**src/inc/driver_ctrl_map.vh**
```
// Register map, field positions and reset values of the modulator driver control bank.
`ifndef DRIVER_CTRL_MAP_VH
`define DRIVER_CTRL_MAP_VH
`define SLAVE_ADDR         7'h08
`define REG_MAIN_CONTROL   8'h00
`define REG_AMPLITUDE      8'h01
`define REG_PEAKING_LEVEL  8'h02
`define REG_EQUALIZER      8'h03
`define REG_CONV_SETTINGS  8'h0d
`define REG_CONV_RES_HIGH  8'h0e
`define REG_CONV_RES_LOW   8'h0f
`define BIT_CHIP_ON        7
`define BIT_HIGH_TERM      6
`define BIT_PEAKING_ON     5
`define BIT_PEAKING_RANGE  4
`define BIT_CROSSING_ADJ   3
`define BIT_OUTPUT_SWAP    2
`define BIT_INPUT_EQ_ON    1
`define BIT_SWING_SOURCE   0
`define BIT_CONVERTER_OFF  7
`define BIT_OSCILLATOR_OFF 6
`define BIT_CONV_INPUT_SEL 0
`define CONV_SETTINGS_MASK 8'hc1
`define PEAKING_LEVEL_MASK 8'h0f
`define RESET_MAIN_CONTROL 8'h00
`define RESET_AMPLITUDE    8'h00
`define RESET_PEAKING      8'h00
`define RESET_EQUALIZER    8'hff
`define RESET_CONV_SET     8'h00
`endif

```
**src/verilog/driver_ctrl_regs.v**
```verilog
// Two-wire serial slave and control register bank of the modulator driver.
`timescale 1ns/100ps
`include "driver_ctrl_map.vh"
module driver_ctrl_regs (
	// Clock and reset
	input  wire       clk,
	input  wire       reset,
	// Serial bus pins
	input  wire       scl_in,
	input  wire       sda_in,
	output wire       sda_out,
	output wire       sda_oe,
	// Converter result
	input  wire [9:0] conv_result,
	// Control outputs
	output reg        chip_on,
	output reg        high_termination_sel,
	output reg        peaking_on,
	output reg        peaking_range,
	output reg        crossing_adjust_on,
	output reg        offset_cancel_on,
	output reg        output_swap,
	output reg        input_eq_on,
	output reg        swing_source_sel,
	output reg  [7:0] swing_code,
	output reg  [3:0] peaking_level,
	output reg  [7:0] boost_code,
	output reg        converter_off,
	output reg        oscillator_off,
	output reg        converter_input_sel
);

	localparam [5:0] S_IDLE = 6'h01;
	localparam [5:0] S_ADDR = 6'h02;
	localparam [5:0] S_REG  = 6'h04;
	localparam [5:0] S_DATA = 6'h08;
	localparam [5:0] S_READ = 6'h10;
	localparam [5:0] S_ACK  = 6'h20;

	reg  [5:0] state;
	reg  [5:0] ret_state;
	reg        scl_d;
	reg        sda_d;
	reg  [3:0] bit_cnt;
	reg  [7:0] shifter;
	reg  [7:0] reg_ptr;
	reg        drive_low;
	reg        reading;
	reg  [7:0] main_control;
	reg  [7:0] amplitude_setting;
	reg  [7:0] preemphasis_level;
	reg  [7:0] equalizer_setting;
	reg  [7:0] converter_settings;
	wire       scl_rise;
	wire       scl_fall;
	wire       start_cond;
	wire       stop_cond;
	wire       store_now;
	wire [7:0] read_byte;
	reg        next_chip_on;
	reg        next_high_termination_sel;
	reg        next_peaking_on;
	reg        next_peaking_range;
	reg        next_crossing_adjust_on;
	reg        next_offset_cancel_on;
	reg        next_output_swap;
	reg        next_input_eq_on;
	reg        next_swing_source_sel;
	reg  [7:0] next_swing_code;
	reg  [3:0] next_peaking_level;
	reg  [7:0] next_boost_code;
	reg        next_converter_off;
	reg        next_oscillator_off;
	reg        next_converter_input_sel;

	assign scl_rise   = scl_in & ~scl_d;
	assign scl_fall   = ~scl_in & scl_d;
	assign start_cond = scl_in & scl_d & sda_d & ~sda_in;
	assign stop_cond  = scl_in & scl_d & ~sda_d & sda_in;
	assign sda_oe     = drive_low;
	assign sda_out    = 1'b0;
	assign store_now  = (state == S_DATA) && scl_fall && (bit_cnt == 4'h8);

	function [7:0] read_reg;
		input [7:0] addr;
		begin
			case (addr)
				`REG_MAIN_CONTROL:  read_reg = main_control;
				`REG_AMPLITUDE:     read_reg = amplitude_setting;
				`REG_PEAKING_LEVEL: read_reg = preemphasis_level;
				`REG_EQUALIZER:     read_reg = equalizer_setting;
				`REG_CONV_SETTINGS: read_reg = converter_settings;
				`REG_CONV_RES_HIGH: read_reg = conv_result[9:2];
				`REG_CONV_RES_LOW:  read_reg = {6'h00, conv_result[1:0]};
				default:            read_reg = 8'h00;
			endcase
		end
	endfunction

	// Writable bits of each register; the unused bits stay zero.
	function [7:0] field_mask;
		input [7:0] addr;
		begin
			case (addr)
				`REG_PEAKING_LEVEL: field_mask = `PEAKING_LEVEL_MASK;
				`REG_CONV_SETTINGS: field_mask = `CONV_SETTINGS_MASK;
				default:            field_mask = 8'hff;
			endcase
		end
	endfunction

	// A control bit that only acts while the chip is enabled.
	function gated_bit;
		input [7:0]   ctrl;
		input integer pos;
		begin
			gated_bit = ctrl[`BIT_CHIP_ON] & ctrl[pos];
		end
	endfunction

	assign read_byte  = read_reg(reg_ptr);

	always @(posedge clk) begin
		if (reset) begin
			scl_d <= 1'b1;
			sda_d <= 1'b1;
		end else begin
			scl_d <= scl_in;
			sda_d <= sda_in;
		end
	end

	// Protocol engine; a write lands at the clock fall ending its data byte, before the acknowledge.
	always @(posedge clk) begin
		if (reset) begin
			state              <= S_IDLE;
			ret_state          <= S_IDLE;
			bit_cnt            <= 4'h0;
			shifter            <= 8'h00;
			reg_ptr            <= 8'h00;
			drive_low          <= 1'b0;
			reading            <= 1'b0;
		end else if (stop_cond) begin
			state     <= S_IDLE;
			drive_low <= 1'b0;
		end else if (start_cond) begin
			state     <= S_ADDR;
			bit_cnt   <= 4'h0;
			drive_low <= 1'b0;
		end else begin
			case (state)
				S_IDLE: begin
					drive_low <= 1'b0;
				end
				S_ADDR, S_REG, S_DATA: begin
					if (scl_rise) begin
						shifter <= {shifter[6:0], sda_in};
						bit_cnt <= bit_cnt + 4'h1;
					end
					if (scl_fall && bit_cnt == 4'h8) begin
						bit_cnt <= 4'h0;
						state   <= S_ACK;
						if (state == S_ADDR) begin
							if (shifter[7:1] == `SLAVE_ADDR) begin
								drive_low <= 1'b1;
								reading   <= shifter[0];
								ret_state <= shifter[0] ? S_READ : S_REG;
							end else begin
								state     <= S_IDLE;
							end
						end else if (state == S_REG) begin
							drive_low <= 1'b1;
							reg_ptr   <= shifter;
							ret_state <= S_DATA;
						end else begin
							drive_low <= 1'b1;
							ret_state <= S_DATA;
							reg_ptr <= reg_ptr + 8'h01;
						end
					end
				end
				S_ACK: begin
					if (scl_fall) begin
						drive_low <= 1'b0;
						state     <= ret_state;
						if (reading) begin
							shifter   <= read_byte;
							drive_low <= ~read_byte[7];
							bit_cnt   <= 4'h1;
						end
					end
				end
				S_READ: begin
					if (scl_fall) begin
						if (bit_cnt == 4'h8) begin
							drive_low <= 1'b0;
							bit_cnt   <= 4'h9;
						end else if (bit_cnt == 4'h9) begin
							drive_low <= 1'b0;
						end else begin
							drive_low <= ~shifter[3'd7 - bit_cnt[2:0]];
							bit_cnt   <= bit_cnt + 4'h1;
						end
					end
					if (scl_rise && bit_cnt == 4'h9) begin
						if (sda_in) begin
							state <= S_IDLE;
						end else begin
							reg_ptr <= reg_ptr + 8'h01;
							state   <= S_ACK;
							ret_state <= S_READ;
						end
					end
				end
				default: begin
					state <= S_IDLE;
				end
			endcase
		end
	end

	// Register bank; a byte lands at the clock fall that ends its eighth bit.
	always @(posedge clk) begin
		if (reset) begin
			main_control       <= `RESET_MAIN_CONTROL;
			amplitude_setting  <= `RESET_AMPLITUDE;
			preemphasis_level  <= `RESET_PEAKING;
			equalizer_setting  <= `RESET_EQUALIZER;
			converter_settings <= `RESET_CONV_SET;
		end else if (store_now) begin
			case (reg_ptr)
				`REG_MAIN_CONTROL:  main_control       <= shifter;
				`REG_AMPLITUDE:     amplitude_setting  <= shifter;
				`REG_PEAKING_LEVEL: preemphasis_level  <= shifter & field_mask(reg_ptr);
				`REG_EQUALIZER:     equalizer_setting  <= shifter;
				`REG_CONV_SETTINGS: converter_settings <= shifter & field_mask(reg_ptr);
				default: ;
			endcase
		end
	end

	// Decoded controls follow the stored registers.
	always @(posedge clk) begin
		if (reset) begin
			chip_on              <= 1'b0;
			high_termination_sel <= 1'b0;
			peaking_on           <= 1'b0;
			peaking_range        <= 1'b0;
			crossing_adjust_on   <= 1'b0;
			offset_cancel_on     <= 1'b0;
			output_swap          <= 1'b0;
			input_eq_on          <= 1'b0;
			swing_source_sel     <= 1'b0;
			swing_code           <= 8'h00;
			peaking_level        <= 4'h0;
			boost_code           <= 8'hff;
			converter_off        <= 1'b0;
			oscillator_off       <= 1'b0;
			converter_input_sel  <= 1'b0;
		end else begin
			chip_on              <= next_chip_on;
			high_termination_sel <= next_high_termination_sel;
			peaking_on           <= next_peaking_on;
			peaking_range        <= next_peaking_range;
			crossing_adjust_on   <= next_crossing_adjust_on;
			offset_cancel_on     <= next_offset_cancel_on;
			output_swap          <= next_output_swap;
			input_eq_on          <= next_input_eq_on;
			swing_source_sel     <= next_swing_source_sel;
			swing_code           <= next_swing_code;
			peaking_level        <= next_peaking_level;
			boost_code           <= next_boost_code;
			converter_off        <= next_converter_off;
			oscillator_off       <= next_oscillator_off;
			converter_input_sel  <= next_converter_input_sel;
		end
	end

	// Next values of the decoded controls.
	always @* begin
		next_chip_on              = main_control[`BIT_CHIP_ON];
		next_high_termination_sel = main_control[`BIT_HIGH_TERM];
		next_peaking_on           = gated_bit(main_control, `BIT_PEAKING_ON) &
		                            (preemphasis_level[3:0] != 4'h0);
		next_peaking_range        = main_control[`BIT_PEAKING_RANGE];
		next_crossing_adjust_on   = gated_bit(main_control, `BIT_CROSSING_ADJ);
		next_offset_cancel_on     = main_control[`BIT_CHIP_ON] &
		                            ~main_control[`BIT_CROSSING_ADJ];
		next_output_swap          = main_control[`BIT_OUTPUT_SWAP];
		next_input_eq_on          = gated_bit(main_control, `BIT_INPUT_EQ_ON);
		next_swing_source_sel     = main_control[`BIT_SWING_SOURCE];
		next_swing_code           = amplitude_setting;
		next_peaking_level        = main_control[`BIT_PEAKING_ON] ?
		                            preemphasis_level[3:0] : 4'h0;
		next_boost_code           = main_control[`BIT_INPUT_EQ_ON] ?
		                            equalizer_setting : 8'hff;
		next_converter_off        = converter_settings[`BIT_CONVERTER_OFF];
		next_oscillator_off       = converter_settings[`BIT_OSCILLATOR_OFF];
		next_converter_input_sel  = converter_settings[`BIT_CONV_INPUT_SEL];
	end

endmodule

```
**config.mk**
```make
export PLATFORM = sky130hd
export DESIGN_NAME = driver_ctrl_regs
export DESIGN_NICKNAME = d
export VERILOG_FILES = /design/src/verilog/driver_ctrl_regs.v
export VERILOG_INCLUDE_DIRS = /design/src /design/src/inc
export SDC_FILE = /design/constraint.sdc
export NUM_CORES = 1
export LEC_CHECK = 0
export BUFFER_PORTS_ARGS = -buffer_cell sky130_fd_sc_hd__buf_2
export CORE_ASPECT_RATIO = 0.5
export CORE_MARGIN = 4
export CORE_UTILIZATION = 59
export CTS_CLUSTER_DIAMETER = 60
export CTS_CLUSTER_SIZE = 10
export DETAILED_ROUTE_END_ITERATION = 12
export GPL_TIMING_DRIVEN = 0
export HOLD_SLACK_MARGIN = 0.06
export PLACE_DENSITY = 0.9
export SYNTH_ARGS = -nofsm -noshare
export SYNTH_HDL_FRONTEND = slang
export SYNTH_SLANG_ARGS = --single-unit
```
**constraint.sdc**
```tcl
create_clock -name clk -period 2.75 [get_ports clk]
set_input_delay 0 -clock clk [delete_from_list [all_inputs] [get_ports clk]]
set_output_delay 0 -clock clk [all_outputs]
set_load 0.005 [all_outputs]
```
== Word-level counts from Yosys, hierarchy flattened ==
Cells that the tools add are included.
W data, S select, Z words.

* Output and inout port bits: 34
* Flip-flop bits (word level): 108
* Word-level logic and storage cells: 172
* Bits of input ports: 14

* Mux-type cells: 52
* Bitwise operators: 26
* Reductions and logical operators: 28
* Add/sub/neg operators: 3
* Order comparisons: 1
* Eq/ne operators: 32

{| class="wikitable"
|+ Operators with widths
! cell !! number
|-
| $mux W8 || 14
|-
| $mux W6 || 11
|-
| $pmux W8 S7 || 1
|-
| $mux W4 || 8
|-
| $pmux W8 S2 || 2
|-
| $eq A8 B4 Y1 const B || 3
|-
| $pmux W6 S4 || 1
|-
| $reduce_and A7 Y1 || 3
|-
| $ne A2 B2 Y1 const B || 9
|-
| $ne A3 B3 Y1 const B || 6
|-
| $and A8 B8 Y8 || 2
|-
| $eq A8 B2 Y1 const B || 2
|-
| $and A1 B1 Y1 || 12
|-
| $not A1 Y1 || 12
|-
| $pmux W4 S3 || 1
|-
| $pmux W6 S2 || 1
|-
| $reduce_and A6 Y1 || 2
|-
| $reduce_bool A4 Y1 || 3
|-
| $reduce_and A2 Y1 || 5
|-
| $mux W1 || 9
|-
| $add A8 B1 Y8 const B || 1
|-
| $eq A4 B4 Y1 const B || 2
|-
| $eq A8 B1 Y1 const B || 1
|-
| $logic_not A8 Y1 || 1
|-
| 21 further kinds || 30
|}

== Logic depth before layout (Yosys ltp) ==
* Depth after elaboration: 8
* Mapped depth: 9
* Gate-level depth less buffers: 7

== Worst setup path after synthesis ==
No wires, ideal clock.

* Path type: register to register
* Start: reg state[5]
* End: reg reg_ptr[0]
* Setup time: 0.088 ns
* Arrival time: 1.986 ns
* Buffers on the path: 2
* Path slack: 0.676 ns
* Cell stages (with the launch flop): 8
* Period minus slack after synthesis: 2.074 ns
* Required time: 2.662 ns
* Path through: dfxtp_1 > buf_6 > or4b_4 > or2_4 > o32ai_4 > buf_6 > a31oi_4 > a311oi_2

* Cells in the longest elaborated chain, start to end: 5
* Elaborated cells between the ends (all ways): 15
* Those cells by class: 8 x eq/ne; 4 x mux; 3 x reduce/logical

{| class="wikitable"
|+ Ends and longest elaborated chain
! item !! line !! RTL
|-
| start: declaration || driver_ctrl_regs.v:40 || <nowiki>reg [5:0] state;</nowiki>
|-
| start signal: assignment || driver_ctrl_regs.v:185 || <nowiki>state <= ret_state;</nowiki>
|-
| $eq A6 B3 Y1 || driver_ctrl_regs.v:151, driver_ctrl_regs.v:171 ||
|-
| $mux W8 || driver_ctrl_regs.v:171 || <nowiki>end else if (state == S_REG) begin</nowiki>
|-
| $mux W8 || driver_ctrl_regs.v:163 || <nowiki>if (state == S_ADDR) begin</nowiki>
|-
| $mux W8 || driver_ctrl_regs.v:160 || <nowiki>if (scl_fall && bit_cnt == 4'h8) begin</nowiki>
|-
| $pmux W8 S2 || driver_ctrl_regs.v:151 || <nowiki>case (state)</nowiki>
|-
| end signal: assignment || driver_ctrl_regs.v:173 || <nowiki>reg_ptr <= shifter;</nowiki>
|-
| end signal: assignment || driver_ctrl_regs.v:178 || <nowiki>reg_ptr <= reg_ptr + 8'h01;</nowiki>
|-
| end signal: assignment || driver_ctrl_regs.v:209 || <nowiki>reg_ptr <= reg_ptr + 8'h01;</nowiki>
|-
| end: declaration || driver_ctrl_regs.v:46 || <nowiki>reg [7:0] reg_ptr;</nowiki>
|}

Several ways; a longest one is shown, not always the timed one. The select of a mux whose other input is x is not followed.
A chain may end at the register's enable or synchronous reset.

== Worst setup path after layout ==
* Start: reg reg_ptr[4]
* End: reg shifter[1]

* Cells in the longest elaborated chain, start to end: 5
* Elaborated cells between the ends (all ways): 11
* Those cells by class: 6 x eq/ne; 4 x mux; 1 x reduce/logical

{| class="wikitable"
|+ Ends and longest elaborated chain
! item !! line !! RTL
|-
| $eq A8 B4 Y1, or another cell as far along || driver_ctrl_regs.v:87 || <nowiki>case (addr)</nowiki>
|-
| $pmux W8 S7 * || driver_ctrl_regs.v:87 ||
|-
| $mux W8 * || driver_ctrl_regs.v:186 || <nowiki>if (reading) begin</nowiki>
|-
| $mux W8 * || driver_ctrl_regs.v:183 || <nowiki>if (scl_fall) begin</nowiki>
|-
| $pmux W8 S2 * || driver_ctrl_regs.v:151 ||
|-
| end signal: assignment || driver_ctrl_regs.v:157 || <nowiki>shifter <= {shifter[6:0], sda_in};</nowiki>
|-
| end signal: assignment || driver_ctrl_regs.v:187 || <nowiki>shifter <= read_byte;</nowiki>
|-
| end: declaration || driver_ctrl_regs.v:45 || <nowiki>reg [7:0] shifter;</nowiki>
|}

Mark *: on every way between the ends. The rest lies on a longest branch, timed or not. The select of a mux whose other input is x is not followed.

==> impl_metrics.yaml <==
floorplan:
  start_util: 0.624
  dieWidth_um: 134
  dieArea_um2: 9530
  io-pin-count: 48
  dieHeight_um: 71.0
  rows: 22
  coreArea_um2: 7510
global_route:
  grt_usage: 0.257
  grt-ovfl-total: 0
  grt_pass1_vias: 3846
  top_usage_layer: "met2"
  grt_pass1_wl_um: 19300
  grt_max_degree: 19
  met1_usage: 0.330
  use_met3: 0.0710
  use_met2: 0.417
  antenna_found_initial: 0
sta:
  hold_ws_ps: 108
  maxSlewHeadroom: 0.421
  hold_violations: 0
  tns_ps: 0
  grt_setup_unrepaired: "false"
  max_freq_ghz: 0.399
  setup_violations: 0
  fin_crit_sh: 0.911
  fin_crit_ps: 2510
  fin_ws_ps: 245
  worst_slew_pin_slew_ps: 865
  drv_slew: 0
  fin_skew_ps: 8.44
logic_synthesis:
  synth_area_leaders: "dfxtp_1 (41%), mux2i_1 (7.5%), nor2_1 (4.0%)"
  ys_seq_area_frac: 0.414
  synth_commonest_cells: "dfxtp_1 (97), nor2_1 (50), mux2i_1 (35)"
  postSynthAreaPerCell_um2: 9.34
  synth.net_count: 523
  ys_async_sr_fraction: 0
  synth-simple-area-share: 0.229
  synthAdderAreaFrac: 0.0187
  ys_ff_latch: 97
  synth_warnings: 0
  yosysTopAreaCell: "dfxtp_1"
  synth_compound_area_frac: 0.193
  synth_xor_area_frac: 0.00560
  synth_mux_area_frac: 0.0867
  synth-edff-count: 0
  synth_top_cell_area_share: 0.414
  synth_top_family_by_area: "simple AND/OR/NAND/NOR gates"
  synth.distinct_cells: 83
  netlist_instances: 502
  ys.flop_type: "dfxtp_1"
  synth.most_common_cell: "dfxtp_1"
  synthesis.area_um2: 4690
power:
  power_mw: 2.83
  seq_power_share: 0.502
  swShare: 0.249
  combPwrFrac: 0.053
  p_per_area_nw_per_um2: 526
  power_leakage_nw: 2.15
  intPower_mw: 2.12
  clkPwrFrac: 0.445
  ir_worst_vdd_mv: 0.285
  power.net_switching_uw: 705
setup_path:
  crit_start: "reg_ptr[4]"
  cp.buffers_inverters: 1
  worstPathRequired_ps: 3020
  regToRegStartpoint: "reg_ptr[4]"
  crit_path_max_fanout: 10
  critPathMostFrequentCell: "o21ai_0"
  crit_arrival_ps: 2780
  critPathMaxStageDelay_ps: 720
  critPathSlowestCell: "nor4_1"
  critPathKind: "reg -> reg"
  cp_top_family: "compound AO/OA/AOI/OAI gates"
  path_cells: "nor4_1, buf_2, o21ai_0, a21oi_1, o21ai_0, a211oi_1"
  start_kind: "flip-flop"
  crit_path_end_kind: "flip-flop"
route:
  drt_iter0_drc: 471
  dr.pass1.iters: 5
  ant_nets: 0
  drc: 0
  num_vias: 4277
  wl_per_cell_um: 18.4
  vias_per_cell: 6.35
  finalWirelength_um: 12400
cts:
  cts_tree: "yes"
  clkSinkCount: 97
  cts-root-buf: "clkbuf_16"
  cts_buffers: 9
  clk_latency_ps: 360
  post_cts_buffers: 0
  htreeDepth: 3
  clockBufferDepth: 2
  clk_pin_slew_worst_paths_ps: 70
layout:
  antenna_cells: 0
  layout.nets: 582
  final_area_um2: 5380
  fin_util: 0.716
  synthToLayoutAreaGrowth_pct: 14.8
  final_cell_count_no_fill: 674
  final_layout_size_suffix_gt1_frac: 0.182
placement:
  io_buffers: 45
  dp_slack_ps: 303
  place_inst: 655
  place_area_um2: 5050
  post-dp-hpwl_um: 8340
  place_congestion: 0.965
worst_hold_path:
  holdCritStartpoint: "conv_result[6]"
  min_path_type: "in -> reg"
outcome:
  status: "finished, final reports clean"
run:
  maxCapViolations: 0
worst paths after layout:
path	to	slack [ps]	depth (start not counted)
worst max-delay path	shifter[1]	240	6
worst min register to register	offset_cancel_on	460	1
worst max register to register	shifter[1]	240	6
worst min-delay path	shifter[4]	110	4
kinds of logic (layout without fill, tap and decap cells):
group	after synthesis	in the layout
AOI/OAI and AO/OA	114	114
and+or+nand+nor	195	195
buffers and inverters	46	110
other	1	1
DFF	97	97
muxes	39	39
xor gates and xnor gates	3	3
adders and majority gates	7	7
per-layer routing:
layer	share of wire	vias up
li1	-	1969
met1	0.40	1997
met2	0.46	270
met3	0.11	41
met4	0.026	0
met5	0	-
flip-flops by register name (all words and copies together), names as in the netlist, 6 cells and up:
| name | count |
|---|---|
| amplitude_setting | 8 |
| boost_code | 8 |
| equalizer_setting | 8 |
| gated_bit.ctrl | 8 |
| reg_ptr | 8 |
| shifter | 8 |
| state | 6 |
| swing_code | 8 |
repair_timing:
item                       4_1_cts  5_1_grt
hold endpoints to repair         8        0
hold buffers                     3        0
resized for setup                0        1
setup endpoints to repair        0        2
layout make-up:
cell class | instances | area [um^2]
Timing Repair Buffer | 48 | 255
Clock buffer | 10 | 239
Fill cell | 546 | 2130
Sequential cell | 97 | 1940
Tap cell | 108 | 135
Multi-Input combinational cell | 359 | 2510
Inverter | 8 | 30.0
Clock inverter | 6 | 58.8
Buffer | 38 | 213
power by group through the flow:
stage / clock (mW) / sequential [mW] / combinational, mW
final: 1.26 / 1.42 / 0.149
after global routing: 1.31 / 1.42 / 0.157
after CTS: 1.26 / 1.42 / 0.143
after detailed placement: 0 / 1.45 / 0.138
after global placement: 0 / 1.45 / 0.135
after floorplan: 0 / 1.45 / 0.0982
cells in the final DEF (no fill, tap or decap), drive strengths merged, types with 3 or more instances in the layout:
cell type / Yosys / routed
dfxtp: 97 / 97
buf: 10 / 55
nor2: 50 / 50
clkbuf: 28 / 38
mux2i: 35 / 35
nand2: 33 / 33
nor2b: 20 / 20
a21oi: 19 / 19
o21ai: 15 / 15
nand3: 13 / 13
inv: 8 / 12
nor3: 10 / 10
nand2b: 10 / 10
and2: 10 / 10
a211oi: 9 / 9
nand4: 7 / 7
ha: 7 / 7
nor3b: 7 / 7
o211ai: 6 / 6
a222oi: 6 / 6
a221oi: 6 / 6
nor4: 5 / 5
a22o: 5 / 5
or2: 5 / 5
o2bb2ai: 4 / 4
o22ai: 4 / 4
and4: 3 / 3
or3: 3 / 3
a21o: 3 / 3
mux2: 3 / 3
dlygate4sd3: 0 / 3
o32ai: 3 / 3
or4: 3 / 3
a31oi: 3 / 3
tightest hold or removal path, cell delays in order:
cell,delay (ps)
buf_2,80
o2bb2ai_1,100
a221oi_1,70
nor3_1,160
Note: power is estimated with default switching activity, not from simulation.
